--- config.mk ---
export PLATFORM = sky130hd
export DESIGN_NAME = e1ri_channel
export DESIGN_NICKNAME = d
export VERILOG_FILES = /design/src/e1ri_pkg.sv /design/src/e1ri_los_det.sv /design/src/e1ri_channel.sv
export VERILOG_INCLUDE_DIRS = /design/src
export SDC_FILE = /design/constraint.sdc
export NUM_CORES = 1
export LEC_CHECK = 0
export CAP_MARGIN = 20
export CORE_ASPECT_RATIO = 1.1
export CORE_MARGIN = 2
export CORE_UTILIZATION = 40
export CTS_CLUSTER_DIAMETER = 40
export DETAILED_ROUTE_END_ITERATION = 10
export DONT_BUFFER_PORTS = 1
export PLACE_DENSITY = 0.57
export SLEW_MARGIN = 20
export SYNTH_ARGS = -nofsm -noshare
export SYNTH_HDL_FRONTEND = slang
export SYNTH_SLANG_ARGS = --single-unit
--- constraint.sdc ---
create_clock -name mclk -period 3.5 [get_ports mclk]
set_input_delay 0.525 -clock mclk [delete_from_list [all_inputs] [get_ports mclk]]
set_output_delay 0.525 -clock mclk [all_outputs]
set_load 0.05 [all_outputs]
--- src/e1ri_regs.svh ---
// e1ri_regs.svh: offsets-free constant set for the e1 channel reset/init block:
// field positions, reset values and timing figures.
// assumes a 40 MHz mclk; included by bare name wherever needed.
`ifndef E1RI_REGS_SVH
`define E1RI_REGS_SVH

// reset values of the configuration bytes
`define E1RI_FMR_RST 8'h00
`define E1RI_SPARE_RST 8'h00
`define E1RI_SIC_RST 8'h00
`define E1RI_GLOB_RST 8'h00
`define E1RI_MODE_RST 8'h00
`define E1RI_IMR_RST 8'hFF
`define E1RI_ADDR_HI_RST 8'hFD
`define E1RI_ADDR_RST 8'hFF
`define E1RI_LOS_DET_RST 8'h00
`define E1RI_LOS_REC_RST 8'h00

// field positions
`define E1RI_PROT_SEL_BIT 0
`define E1RI_AUTO_RSY_BIT 1
`define E1RI_AUTO_RA_BIT 4
`define E1RI_AUTO_MF_BIT 5
`define E1RI_FRM_SEL_LO 6
`define E1RI_FRM_SEL_HI 7
`define E1RI_EXT_IW_BIT 0
`define E1RI_EBIT_LO 0
`define E1RI_EBIT_HI 1
`define E1RI_AUTO_EB_BIT 3
`define E1RI_EB_POL_BIT 4
`define E1RI_XMIT_RST_BIT 4
`define E1RI_RECV_RST_BIT 6

// framing select codes
`define E1RI_RFS_CRC4 2'b10
`define E1RI_RFS_IWORK 2'b11

// timing figures
`define E1RI_CLK_KHZ 40000
`define E1RI_CLK_MHZ 40
`define E1RI_RESET_MIN_US 10
`define E1RI_RESET_MIN_CYC (`E1RI_RESET_MIN_US * `E1RI_CLK_MHZ)
`define E1RI_RESYNC_MS 8
`define E1RI_IWORK_MS 400
`define E1RI_SECOND_MS 1000
`define E1RI_CRC_ERR_LIMIT 914
`define E1RI_LOS_BLOCK 16

`endif

--- src/e1ri_pkg.sv ---
// e1ri_pkg.sv: types shared by the e1 channel reset/init block.
// assumes nothing beyond a systemverilog compiler.
package e1ri_pkg;

  typedef enum logic [1:0] {
    E1RI_ST_DOUBLE = 2'b00,
    E1RI_ST_MF_SEARCH = 2'b01,
    E1RI_ST_MF_SYNC = 2'b10,
    E1RI_ST_IW_HOLD = 2'b11
  } e1ri_sync_t;

  typedef logic [7:0] e1ri_byte_t;

endpackage

--- src/e1ri_los_det.sv ---
// e1ri_los_det.sv: loss-of-signal detector on the received line bits.
// assumes rx_bit is valid when bit_en pulses, one pulse per line bit.
`timescale 1ns/10ps
`include "e1ri_regs.svh"

module e1ri_los_det (
  input wire logic mclk,
  input wire logic rst,
  input wire logic bit_en,
  input wire logic rx_bit,
  input wire logic [7:0] los_detect_count,
  input wire logic [7:0] los_recovery_count,
  output logic los_ff
);

  logic [12:0] zero_cnt_ff;
  logic [12:0] nxt_zero_cnt;
  logic [12:0] win_cnt_ff;
  logic [12:0] nxt_win_cnt;
  logic [8:0] ones_cnt_ff;
  logic [8:0] nxt_ones_cnt;
  logic nxt_los;
  logic [12:0] interval;

  // interval in bits is (count + 1) blocks of 16
  assign interval = 13'(({5'h0, los_detect_count} + 13'h0001) * 13'(`E1RI_LOS_BLOCK));

  always_comb begin
    nxt_zero_cnt = zero_cnt_ff;
    nxt_win_cnt = win_cnt_ff;
    nxt_ones_cnt = ones_cnt_ff;
    nxt_los = los_ff;
    if (bit_en) begin
      if (rx_bit) begin
        nxt_zero_cnt = 13'h0000;
      end else if (zero_cnt_ff != 13'h1FFF) begin
        nxt_zero_cnt = zero_cnt_ff + 13'h0001;
      end
      if (!los_ff && nxt_zero_cnt >= interval) begin
        nxt_los = 1'b1;
        nxt_win_cnt = 13'h0000;
        nxt_ones_cnt = 9'h000;
      end else if (los_ff) begin
        // recovery: enough ones inside one detection interval
        nxt_ones_cnt = ones_cnt_ff + {8'h00, rx_bit};
        nxt_win_cnt = win_cnt_ff + 13'h0001;
        if (nxt_ones_cnt >= {1'b0, los_recovery_count} + 9'h001) begin
          nxt_los = 1'b0;
          nxt_zero_cnt = 13'h0000;
        end else if (nxt_win_cnt >= interval) begin
          nxt_win_cnt = 13'h0000;
          nxt_ones_cnt = 9'h000;
        end
      end
    end
  end

  always_ff @(posedge mclk) begin
    if (rst) begin
      zero_cnt_ff <= 13'h0000;
      win_cnt_ff <= 13'h0000;
      ones_cnt_ff <= 9'h000;
      los_ff <= 1'b0;
    end else begin
      zero_cnt_ff <= nxt_zero_cnt;
      win_cnt_ff <= nxt_win_cnt;
      ones_cnt_ff <= nxt_ones_cnt;
      los_ff <= nxt_los;
    end
  end

endmodule

--- src/e1ri_channel.sv ---
// e1ri_channel.sv: reset, default configuration and automatic framer actions
// for one e1 channel. configuration bytes are loaded through per-register strobes
// sharing one data byte; framer events come in as one-cycle pulses.
// assumes every input is synchronous to mclk (40 MHz).
`timescale 1ns/10ps
`include "e1ri_regs.svh"

// Operation
// - reset input high for at least 10 us puts the block in reset
// - during reset outputs are released and registers take defaults
// - after reset the receiver runs in doubleframe format
// - framer mode bytes reset to zero
// - system interface control bytes reset to zero
// - all interrupt mask bytes reset to all ones
// - global configuration resets to zero: internal timer, all channels on
// - mode resets to zero; address compares reset to FD, FF, FF, FF (block keeps only two: high FD, low FF)
// - unused addresses read undefined; host avoids writing them
// - status continuously updated; command byte is write-only
// - detect count 0x0A gives loss of signal after 176 zeros
// - recovery count 0x15 clears loss of signal after 22 ones
// - auto e-bit sends received submultiframe crc errors next multiframe
// - while unframed each sent e-bit equals the polarity control
// - auto remote alarm follows loss of frame alignment
// - crc4 mode with auto resync restarts doubleframe search after 8 ms
// - more than 914 crc4 errors in a second restarts alignment search
// - interworking: 400 ms timeout interrupt; extended mode also raises alarm and keeps searching
// - receiver reset clears receive side but keeps control bytes
module e1ri_channel #(
  parameter int unsigned RESYNC_CYC = `E1RI_RESYNC_MS * `E1RI_CLK_KHZ,
  parameter int unsigned IWORK_CYC = `E1RI_IWORK_MS * `E1RI_CLK_KHZ,
  parameter int unsigned SECOND_CYC = `E1RI_SECOND_MS * `E1RI_CLK_KHZ
) (
  input wire logic mclk,
  input wire logic reset,
  input wire logic [7:0] cfg_data,
  input wire logic load_framer_mode_0,
  input wire logic load_framer_mode_1,
  input wire logic load_framer_mode_2,
  input wire logic load_framer_mode_3,
  input wire logic load_xmit_spare,
  input wire logic load_system_interface_control,
  input wire logic load_global_configuration,
  input wire logic load_mode,
  input wire logic load_interrupt_mask_regs,
  input wire logic load_los_detect_count,
  input wire logic load_los_recovery_count,
  input wire logic write_command_register,
  input wire logic rx_bit_en,
  input wire logic rx_bit,
  input wire logic loss_of_frame_flag,
  input wire logic mf_found,
  input wire logic mf_start,
  input wire logic smf1_crc_err,
  input wire logic smf2_crc_err,
  input wire logic crc4_err,
  output logic out_enable_ff,
  output logic [7:0] framer_mode_0_ff,
  output logic [7:0] framer_mode_1_ff,
  output logic [7:0] framer_mode_2_ff,
  output logic [7:0] framer_mode_3_ff,
  output logic [7:0] xmit_spare_ff,
  output logic [7:0] system_interface_control_ff,
  output logic [7:0] global_configuration_ff,
  output logic [7:0] mode_ff,
  output logic [7:0] interrupt_mask_regs_ff,
  output logic [7:0] receive_addr_high_compare_ff,
  output logic [7:0] receive_addr_low_compare_ff,
  output logic [7:0] los_detect_count_ff,
  output logic [7:0] los_recovery_count_ff,
  output logic los_ff,
  output logic [1:0] sync_state_ff,
  output logic [1:0] ebit_tx_ff,
  output logic rai_tx_ff,
  output logic restart_search_ff,
  output logic iw_timeout_irq_ff,
  output logic transmitter_reset_ff,
  output logic receiver_reset_ff
);

  // reset release pipeline: first stage feeds only the second
  logic rst_meta_ff;
  logic rst_hold_ff;
  logic rst;
  logic rx_rst;

  always_ff @(posedge mclk) begin
    rst_meta_ff <= reset;
    rst_hold_ff <= rst_meta_ff;
  end

  // internal reset asserts at once and drops two edges after the input
  assign rst = reset | rst_hold_ff;
  assign rx_rst = rst | receiver_reset_ff;

  // configuration bytes
  e1ri_pkg::e1ri_byte_t nxt_fm0, nxt_fm1, nxt_fm2, nxt_fm3, nxt_spare;
  e1ri_pkg::e1ri_byte_t nxt_sic, nxt_glob, nxt_mode, nxt_imr, nxt_los_det, nxt_los_rec;
  logic nxt_xmit_rst;
  logic nxt_recv_rst;

  // only named bytes have strobes, so an unused place can never be written
  always_comb begin
    nxt_fm0 = load_framer_mode_0 ? cfg_data : framer_mode_0_ff;
    nxt_fm1 = load_framer_mode_1 ? cfg_data : framer_mode_1_ff;
    nxt_fm2 = load_framer_mode_2 ? cfg_data : framer_mode_2_ff;
    nxt_fm3 = load_framer_mode_3 ? cfg_data : framer_mode_3_ff;
    nxt_spare = load_xmit_spare ? cfg_data : xmit_spare_ff;
    nxt_sic = load_system_interface_control ? cfg_data : system_interface_control_ff;
    nxt_glob = load_global_configuration ? cfg_data : global_configuration_ff;
    nxt_mode = load_mode ? cfg_data : mode_ff;
    nxt_imr = load_interrupt_mask_regs ? cfg_data : interrupt_mask_regs_ff;
    nxt_los_det = load_los_detect_count ? cfg_data : los_detect_count_ff;
    nxt_los_rec = load_los_recovery_count ? cfg_data : los_recovery_count_ff;
    // command byte is not stored: its reset bits 4 and 6 become one-cycle pulses, the rest are ignored
    nxt_xmit_rst = write_command_register & cfg_data[`E1RI_XMIT_RST_BIT];
    nxt_recv_rst = write_command_register & cfg_data[`E1RI_RECV_RST_BIT];
  end

  always_ff @(posedge mclk) begin
    if (rst) begin
      out_enable_ff <= 1'b0;
      framer_mode_0_ff <= `E1RI_FMR_RST;
      framer_mode_1_ff <= `E1RI_FMR_RST;
      framer_mode_2_ff <= `E1RI_FMR_RST;
      framer_mode_3_ff <= `E1RI_FMR_RST;
      xmit_spare_ff <= `E1RI_SPARE_RST;
      system_interface_control_ff <= `E1RI_SIC_RST;
      global_configuration_ff <= `E1RI_GLOB_RST;
      mode_ff <= `E1RI_MODE_RST;
      interrupt_mask_regs_ff <= `E1RI_IMR_RST;
      receive_addr_high_compare_ff <= `E1RI_ADDR_HI_RST;
      receive_addr_low_compare_ff <= `E1RI_ADDR_RST;
      los_detect_count_ff <= `E1RI_LOS_DET_RST;
      los_recovery_count_ff <= `E1RI_LOS_REC_RST;
      transmitter_reset_ff <= 1'b0;
      receiver_reset_ff <= 1'b0;
    end else begin
      out_enable_ff <= 1'b1;
      framer_mode_0_ff <= nxt_fm0;
      framer_mode_1_ff <= nxt_fm1;
      framer_mode_2_ff <= nxt_fm2;
      framer_mode_3_ff <= nxt_fm3;
      xmit_spare_ff <= nxt_spare;
      system_interface_control_ff <= nxt_sic;
      global_configuration_ff <= nxt_glob;
      mode_ff <= nxt_mode;
      interrupt_mask_regs_ff <= nxt_imr;
      receive_addr_high_compare_ff <= receive_addr_high_compare_ff;
      receive_addr_low_compare_ff <= receive_addr_low_compare_ff;
      los_detect_count_ff <= nxt_los_det;
      los_recovery_count_ff <= nxt_los_rec;
      transmitter_reset_ff <= nxt_xmit_rst;
      receiver_reset_ff <= nxt_recv_rst;
    end
  end

  // decoded control bits
  logic auto_remote_alarm;
  logic auto_multiframe_resync;
  logic auto_resync_enable;
  logic extended_interworking;
  logic [1:0] receive_framing_select;
  logic auto_ebit_send;
  logic ebit_polarity_control;

  assign auto_remote_alarm = framer_mode_2_ff[`E1RI_AUTO_RA_BIT];
  assign auto_multiframe_resync = framer_mode_2_ff[`E1RI_AUTO_MF_BIT];
  assign receive_framing_select = framer_mode_2_ff[`E1RI_FRM_SEL_HI:`E1RI_FRM_SEL_LO];
  assign auto_resync_enable = framer_mode_1_ff[`E1RI_AUTO_RSY_BIT];
  assign extended_interworking = framer_mode_3_ff[`E1RI_EXT_IW_BIT];
  assign auto_ebit_send = xmit_spare_ff[`E1RI_AUTO_EB_BIT];
  assign ebit_polarity_control = xmit_spare_ff[`E1RI_EB_POL_BIT];

  e1ri_los_det u_los (
    .mclk(mclk),
    .rst(rx_rst),
    .bit_en(rx_bit_en),
    .rx_bit(rx_bit),
    .los_detect_count(los_detect_count_ff),
    .los_recovery_count(los_recovery_count_ff),
    .los_ff(los_ff)
  );

  // multiframe alignment sequencing
  e1ri_pkg::e1ri_sync_t st_ff, nxt_st;
  logic [25:0] tmr_ff, nxt_tmr;
  logic [25:0] sec_ff, nxt_sec;
  logic [9:0] crc_cnt_ff, nxt_crc_cnt;
  logic iw_rai_ff, nxt_iw_rai;
  logic nxt_restart;
  logic nxt_iw_irq;
  logic sec_tick;

  // one-second timer is always internal; the global configuration byte is not decoded
  assign sec_tick = (sec_ff == 26'(SECOND_CYC - 1));

  always_comb begin
    nxt_st = st_ff;
    nxt_tmr = tmr_ff;
    nxt_sec = sec_tick ? 26'h000_0000 : sec_ff + 26'h000_0001;
    nxt_crc_cnt = sec_tick ? 10'h000 : crc_cnt_ff;
    nxt_iw_rai = iw_rai_ff;
    nxt_restart = 1'b0;
    nxt_iw_irq = 1'b0;
    // an error on the tick opens the new second's count instead of being lost
    if (crc4_err && sec_tick) begin
      nxt_crc_cnt = 10'h001;
    end else if (crc4_err && crc_cnt_ff != 10'h3FF) begin
      nxt_crc_cnt = crc_cnt_ff + 10'h001;
    end
    case (st_ff)
      e1ri_pkg::E1RI_ST_DOUBLE: begin
        nxt_tmr = 26'h000_0000;
        nxt_iw_rai = 1'b0;
        // basic alignment reached: look for the crc4 multiframe
        if (!loss_of_frame_flag && receive_framing_select[1]) begin
          nxt_st = e1ri_pkg::E1RI_ST_MF_SEARCH;
        end
      end
      e1ri_pkg::E1RI_ST_MF_SEARCH: begin
        nxt_tmr = tmr_ff + 26'h000_0001;
        if (loss_of_frame_flag || !receive_framing_select[1]) begin
          nxt_st = e1ri_pkg::E1RI_ST_DOUBLE;
        end else if (mf_found) begin
          nxt_st = e1ri_pkg::E1RI_ST_MF_SYNC;
          nxt_iw_rai = 1'b0;
        end else if (receive_framing_select == `E1RI_RFS_IWORK) begin
          if (tmr_ff == 26'(IWORK_CYC - 1)) begin
            nxt_iw_irq = 1'b1;
            if (extended_interworking) begin
              // keep searching with the alarm raised, no 8 ms resync
              nxt_iw_rai = 1'b1;
              nxt_tmr = 26'h000_0000;
            end else begin
              nxt_st = e1ri_pkg::E1RI_ST_IW_HOLD;
            end
          end
        end else if (auto_resync_enable && tmr_ff == 26'(RESYNC_CYC - 1)) begin
          nxt_restart = 1'b1;
          nxt_st = e1ri_pkg::E1RI_ST_DOUBLE;
        end else if (tmr_ff == 26'(RESYNC_CYC - 1)) begin
          nxt_tmr = 26'h000_0000;
        end
      end
      e1ri_pkg::E1RI_ST_MF_SYNC: begin
        nxt_tmr = 26'h000_0000;
        if (loss_of_frame_flag || !receive_framing_select[1]) begin
          nxt_st = e1ri_pkg::E1RI_ST_DOUBLE;
        end
      end
      e1ri_pkg::E1RI_ST_IW_HOLD: begin
        // stays in doubleframe format until alignment or mode changes
        nxt_tmr = 26'h000_0000;
        if (loss_of_frame_flag || receive_framing_select != `E1RI_RFS_IWORK) begin
          nxt_st = e1ri_pkg::E1RI_ST_DOUBLE;
        end
      end
      default: begin
        nxt_st = e1ri_pkg::E1RI_ST_DOUBLE;
      end
    endcase
    // too many crc4 errors in one second forces a full realignment
    if (auto_multiframe_resync && crc_cnt_ff > 10'(`E1RI_CRC_ERR_LIMIT)) begin
      nxt_restart = 1'b1;
      nxt_st = e1ri_pkg::E1RI_ST_DOUBLE;
      nxt_crc_cnt = 10'h000;
    end
  end

  always_ff @(posedge mclk) begin
    if (rx_rst) begin
      st_ff <= e1ri_pkg::E1RI_ST_DOUBLE;
      tmr_ff <= 26'h000_0000;
      sec_ff <= 26'h000_0000;
      crc_cnt_ff <= 10'h000;
      iw_rai_ff <= 1'b0;
      restart_search_ff <= 1'b0;
      iw_timeout_irq_ff <= 1'b0;
    end else begin
      st_ff <= nxt_st;
      tmr_ff <= nxt_tmr;
      sec_ff <= nxt_sec;
      crc_cnt_ff <= nxt_crc_cnt;
      iw_rai_ff <= nxt_iw_rai;
      restart_search_ff <= nxt_restart;
      iw_timeout_irq_ff <= nxt_iw_irq;
    end
  end

  // transmit spare bits: e-bits and remote alarm
  logic [1:0] smf_err_ff, nxt_smf_err;
  logic [1:0] ebit_hold_ff, nxt_ebit_hold;
  logic [1:0] nxt_ebit;
  logic nxt_rai;

  always_comb begin
    nxt_smf_err = smf_err_ff | {smf1_crc_err, smf2_crc_err};
    nxt_ebit_hold = ebit_hold_ff;
    // latch at multiframe start so errors land in the next multiframe
    if (mf_start) begin
      nxt_ebit_hold = ~smf_err_ff;
      nxt_smf_err = {smf1_crc_err, smf2_crc_err};
    end
    if (loss_of_frame_flag) begin
      nxt_ebit = {ebit_polarity_control, ebit_polarity_control};
    end else if (auto_ebit_send) begin
      nxt_ebit = ebit_hold_ff;
    end else begin
      nxt_ebit = xmit_spare_ff[`E1RI_EBIT_HI:`E1RI_EBIT_LO];
    end
    nxt_rai = (auto_remote_alarm & loss_of_frame_flag) | iw_rai_ff;
  end

  always_ff @(posedge mclk) begin
    if (rst || transmitter_reset_ff) begin
      smf_err_ff <= 2'b00;
      ebit_hold_ff <= 2'b11;
      ebit_tx_ff <= 2'b00;
      rai_tx_ff <= 1'b0;
    end else begin
      smf_err_ff <= nxt_smf_err;
      ebit_hold_ff <= nxt_ebit_hold;
      ebit_tx_ff <= nxt_ebit;
      rai_tx_ff <= nxt_rai;
    end
  end

  assign sync_state_ff = st_ff;

endmodule

==> metrics.yaml, run 1 <==
status: "completed"
grt_util_all_layers: 0.176
fmax_mhz: 306
cellPowerDensity_nw_per_um2: 504
cts_made_buffers: 28
rows: 59
final_nets: 1165
start_kind: "register"
wl_um: 22900
antenna_found_initial: 0
crit_chain: "ha_1 -> ha_1 -> and3_1 -> and3_1 -> nand3_1 -> xnor2_2 -> ha_1 -> nand4_1 -> nor2_1 -> a221o_1 -> a31o_2 -> buf_4 -> a41oi_1 -> a31oi_1"
hold_viol: 0
worstSkewPairLatency_ns: 0.54
drt_drc_violations_left: 0
holdPathEnd: "u_los.win_cnt_ff[0]"
synth.yosys.seq_area_share: 0.421
power.total_uw: 5560
cts_tree: "done"
worstRegToRegCells: 14
setup.worst_path.start: "u_los.ones_cnt_ff[0]"
cp.arrival_ns: 3.67
synthCells: 1085
drive_gt1_frac: 0.105
start_util: 0.407
grt_start_max_net_pins: 73
finalCritPeriodShare: 0.932
ys_warn_count: 0
grt_use_met1: 0.219
globalplace.congestion: 0.857
slowest_stage: "a221o_1"
wl_per_cell_um: 16.1
pin_count: 145
synthArstFlopShare: 0
dpl.hpwl_um: 16000
grt_use_met3: 0.0617
worstReg2RegEnd: "u_los.win_cnt_ff[10]"
period_minus_slack_ns: 3.26
grt.met2_usage: 0.288
r2r_setup_slack_ns: 0.24
dieArea_um2: 25400
fin_area_um2: 11000
area_growth_pct: 14.2
top_usage_layer: "met2"
cts-root-buf: "clkbuf_16"
cp.required_ns: 3.91
cp_max_fo: 24
clk_path_buf_depth: 3
via_per_inst: 5.29
skew_ns: 0.0192
rsz0062_at_grt: "no"
hold_depth: 1
critPathMaxStageDelay_ns: 0.39
crit_type: "register to register"
worst_pin_slew_ns: 0.759
grt_overflow_total: 0
clock_sinks: 203
fp.dieH_um: 167
antenna_cells: 0
die_w_um: 152
synth_edf_count: 0
hold_start: "rx_bit_en"
synth-seq-cells: 203
power_leakage_uw: 0.00441
place_area_um2: 10000
postCtsSetupRepairBufs: 0
clkSlewWorstSetupHoldPaths_ns: 0.06
crit_path_end_kind: "register"
grt_pass1_vias: 7312
io_buffers: 0
htreeDepth: 1
first_iter_violations: 375
synthFlopType: "dfxtp_1"
fin_setup_tns_ns: 0
finalSetupViolCount: 0
vdd_drop_max_v: 0.000495
ant_nets: 0
drt-pass1-iter-count: 4
core_um2: 23700
worstReg2RegStart: "u_los.ones_cnt_ff[0]"
synth_cell_types: 66
worst_path_most_repeated_cell: "ha_1"
fillers: 2288
drv_cap: 0
slew_violations: 0
hold_path_class: "input pin to register"
synth.avg_cell_area_um2: 8.90
timing.slew.headroom: 0.493
vias: 7544
grt_pass1_wl_um: 37700
synth_area_um2: 9650
-- how the worst max path moves through the flow --
stage | to | cells after the start
after floorplan | u_los.zero_cnt_ff[9] | 13
after global placement | u_los.win_cnt_ff[5] | 14
after detailed placement | u_los.win_cnt_ff[8] | 14
after CTS | u_los.ones_cnt_ff[0] | 11
after global routing | u_los.win_cnt_ff[8] | 14
final | u_los.win_cnt_ff[10] | 14
-- per-stage QoR --
step	worst slack [ns]	util	hold WS (ns)	cells
floorplan	0.101	-	0.310	1099
global placement	0.159	0.424	0.312	1372
detailed placement	0.0671	0.424	0.322	1372
CTS	0.108	0.464	0.0865	1425
global route	0.0154	0.465	0.0862	1425
finish	0.236	0.465	0.105	1425
-- state kept, by name, indices dropped and copies added (netlist names), 9 cells and up --
register / count
sec_ff: 26
tmr_ff: 26
crc_cnt_ff: 10
u_los.ones_cnt_ff: 9
u_los.win_cnt_ff: 13
u_los.zero_cnt_ff: 13
-- kinds of logic after synthesis --
logic type	count (synthesis)	share of synthesized area
muxes	93	0.0967
adders and majority gates	37	0.0480
xor gates and xnor gates	79	0.0717
other	2	0.000778
buffers and inverters	94	0.0450
AOI/OAI and AO/OA	140	0.101
and+or+nand+nor	437	0.216
DFF	203	0.421
-- metal layers --
metal / routed length, um / vias up
met3: 1980 / 44
met5: 0 / -
met4: 529 / 0
li1: - / 3807
met1: 10200 / 3502
met2: 10200 / 191
-- synth_stat cells, types with 5 or more instances --
master / n / share of area
dfxtp_1: 203 / 0.42
nor2b_1: 6 / 0.0039
buf_2: 5 / 0.0026
a41oi_1: 13 / 0.012
nand2_1: 62 / 0.024
nand3b_1: 5 / 0.0039
xnor2_1: 29 / 0.026
xor2_1: 50 / 0.045
buf_1: 8 / 0.0031
a22o_1: 8 / 0.0073
a31oi_1: 20 / 0.013
nand3_1: 49 / 0.025
a21oi_1: 34 / 0.018
nand2b_1: 6 / 0.0039
nand4_1: 13 / 0.0084
o21ai_0: 17 / 0.0088
mux2i_1: 91 / 0.094
and3_1: 30 / 0.019
a22oi_1: 9 / 0.0070
inv_1: 21 / 0.0082
nor2_1: 189 / 0.073
nor4_1: 7 / 0.0045
clkbuf_1: 42 / 0.016
ha_1: 37 / 0.048
or4_1: 7 / 0.0054
buf_4: 16 / 0.012
nor3_1: 19 / 0.0098
or3_1: 12 / 0.0078
or2_2: 7 / 0.0045
and4_1: 7 / 0.0064
-- final cells by class --
type                       instances  area (um^2)  area share
clock buffer                      33          759      0.0689
clock inverter                    19          184      0.0167
inverter                          21         78.8     0.00715
multi-input combinational        802         5240       0.475
sequential                       203         4060       0.369
tap                              305          382      0.0346
timing repair buffer              42          318      0.0288
-- report_power, final --
group          internal [uW]  leakage [uW]  switching, uW
Sequential              2350       0.00165            136
Combinational            105       0.00230            179
Clock                   1660      0.000462           1120
-- layout by cell type (no fill, tap or decap), types with 4 or more instances in the layout --
cell	instances
dfxtp_1	203
nand4_1	13
inv_6	6
xnor2_1	28
conb_1	16
nor2b_1	6
nor4_1	5
or3_1	12
mux2i_1	91
nand2_1	62
a22o_1	7
nor2_1	189
clkinv_4	5
inv_1	21
and3_1	30
or4_1	7
buf_4	41
clkbuf_8	4
a21o_1	4
nand3b_1	5
nand2b_1	6
a31oi_1	19
o21ai_0	17
nand3_1	49
xor2_1	50
a21oi_1	34
a22oi_1	9
and4_1	7
a41oi_1	13
clkbuf_16	28
and2_1	4
o22ai_1	4
or2_2	7
ha_1	36
o31ai_1	4
nor3_1	19
-- worst max-delay path, delay by kind of cell (launching register included) --
kind / cells / cell delay [ns]
fa+ha+maj: 3 / 0.69
simple gates: 5 / 0.79
flops: 1 / 0.34
compound gates: 4 / 0.92
buf+inv: 1 / 0.21
xor+xnor: 1 / 0.17
-- what timing repair did --
action                     in CTS  in global routing
hold buffers                    1                  0
setup endpoints to repair       0                 25
gates resized for setup         0                  6
hold endpoints to repair        1                  0
(Power assumes the default switching activity.)
==> run 2, diff against run 1 <==
- RECOVER_POWER: default -> 100
==> run 2 against run 1 <==
Register-to-register slack is essentially flat. Count of clock-buffer cells in the layout unchanged. Cell area down 0.78%. Via count increased by 0.17%. Sequential cell count unchanged. Highest routed layer unchanged.
==> metrics.yaml, run 2 (synthesis results as in run 1) <==
status: "completed"
drv_cap: 0
wl_um: 22900
seqPwrFrac: 0.448
grt_start_max_net_pins: 73
netSwitchingFraction: 0.259
skew_ns: 0.0176
die_w_um: 152
grt_util_all_layers: 0.176
p_int_uw: 4110
hold_viol: 0
dr_wl_met2_um: 10200
core_um2: 23700
htreeDepth: 1
slew_violations: 0
rsz0062_at_grt: "no"
finalSetupViolCount: 0
setup_ws_ns: 0.224
ant_nets: 0
pin_count: 145
drt-pass1-iter-count: 5
cellPowerDensity_nw_per_um2: 507
cts_tree: "done"
finalCritPeriodShare: 0.936
globalplace.congestion: 0.857
drive_gt1_frac: 0.0875
combPwrFrac: 0.050
timing.slew.headroom: 0.0269
crit_type: "register to register"
dpl.hpwl_um: 16000
biggestRegsByFlops: "sec_ff (26), tmr_ff (26)"
dieArea_um2: 25400
clock_sinks: 203
period_minus_slack_ns: 3.28
start_kind: "register"
cp.required_ns: 3.85
wl_per_cell_um: 16.1
cp_max_fo: 24
place_area_um2: 10000
layout_commonest_cell: "dfxtp_1"
grt_overflow_total: 0
start_util: 0.407
clk_path_buf_depth: 3
power_leakage_uw: 0.00433
crit_path_end_kind: "register"
worstSkewPairLatency_ns: 0.54
cp.arrival_ns: 3.62
clkSlewWorstSetupHoldPaths_ns: 0.06
hold_path_class: "input pin to register"
worst_pin_slew_ns: 1.46
vias: 7557
first_iter_violations: 361
numPlacedInstances: 1372
power.switching_uw: 1440
fin_area_um2: 10900
area_growth_pct: 13.3
layout_common_cells: "203 x dfxtp_1, 189 x nor2_1, 91 x mux2i_1"
postLayoutCoreUtil: 0.462
vdd_drop_max_v: 0.000493
grt_pass1_wl_um: 37700
final_nets: 1165
wl_met1_um: 10200
power_frac_clock: 0.502
fmax_mhz: 305
cts-root-buf: "clkbuf_16"
postCtsSetupRepairBufs: 0
antenna_cells: 0
maxUsedRoutingLayer: "met4"
fin_setup_tns_ns: 0
fp.dieH_um: 167
antenna_found_initial: 0
via_per_inst: 5.30
fin_cells: 1425
io_buffers: 0
grt_pass1_vias: 7312
cts_made_buffers: 28
post-place-ws_ns: 0.0671
rows: 59
route.met3.wl_um: 2000
drt_drc_violations_left: 0
run 2: power by group through the flow:
| stage | combinational, uW | sequential, uW | clock [uW] |
|---|---|---|---|
| after floorplan | 255 | 2550 | 0 |
| after global placement | 280 | 2540 | 0 |
| after detailed placement | 284 | 2540 | 0 |
| after CTS | 286 | 2490 | 2850 |
| after global routing | 308 | 2490 | 2950 |
| final | 279 | 2490 | 2780 |
run 2: path summary, 6_finish.rpt:
| kind | start | end | slack (ns) | depth (start not counted) |
|---|---|---|---|---|
| worst max-delay path | u_los.ones_cnt_ff[0] | u_los.win_cnt_ff[0] | 0.22 | 14 |
| worst min-delay path | rx_bit_en | u_los.win_cnt_ff[0] | 0.10 | 1 |
| worst max register to register | u_los.ones_cnt_ff[0] | u_los.win_cnt_ff[0] | 0.22 | 14 |
| worst min register to register | rst_meta_ff | rst_hold_ff | 0.33 | 0 |
run 2: critical path: stages, from the launching register on:
cell      delay (ns)
dfxtp_1         0.34
ha_1            0.17
ha_1            0.20
and3_1          0.25
and3_1          0.26
nand3_1         0.14
xnor2_2         0.17
ha_1            0.32
nand4_1         0.09
nor2_1          0.05
a221o_1         0.39
a31o_2          0.25
buf_4           0.21
a31oi_1         0.19
a311oi_1        0.06
run 2: final cells by class:
type,count,area (um^2)
fill,2300,12800
multi-input combinational,802,5220
clock buffer,33,759
sequential,203,4060
inverter,21,78.8
clock inverter,19,184
tap,305,382
timing repair buffer,42,253
run 2: through the flow:
stage,hold slack (ns),total power [uW]
floorplan,0.310,2810
global placement,0.312,2820
detailed placement,0.322,2820
CTS,0.0865,5620
global route,0.0862,5750
finish,0.104,5550
run 2: what timing repair did:
action,CTS,global route
setup endpoints to repair,0,25
gates resized for setup,0,6
hold buffers,1,0
hold endpoints to repair,1,0
run 2: layer usage:
layer	vias to the layer above	GRT usage
met5	-	0
li1	3808	-
met2	192	0.288
met3	42	0.0617
met1	3515	0.219
met4	0	0.0504
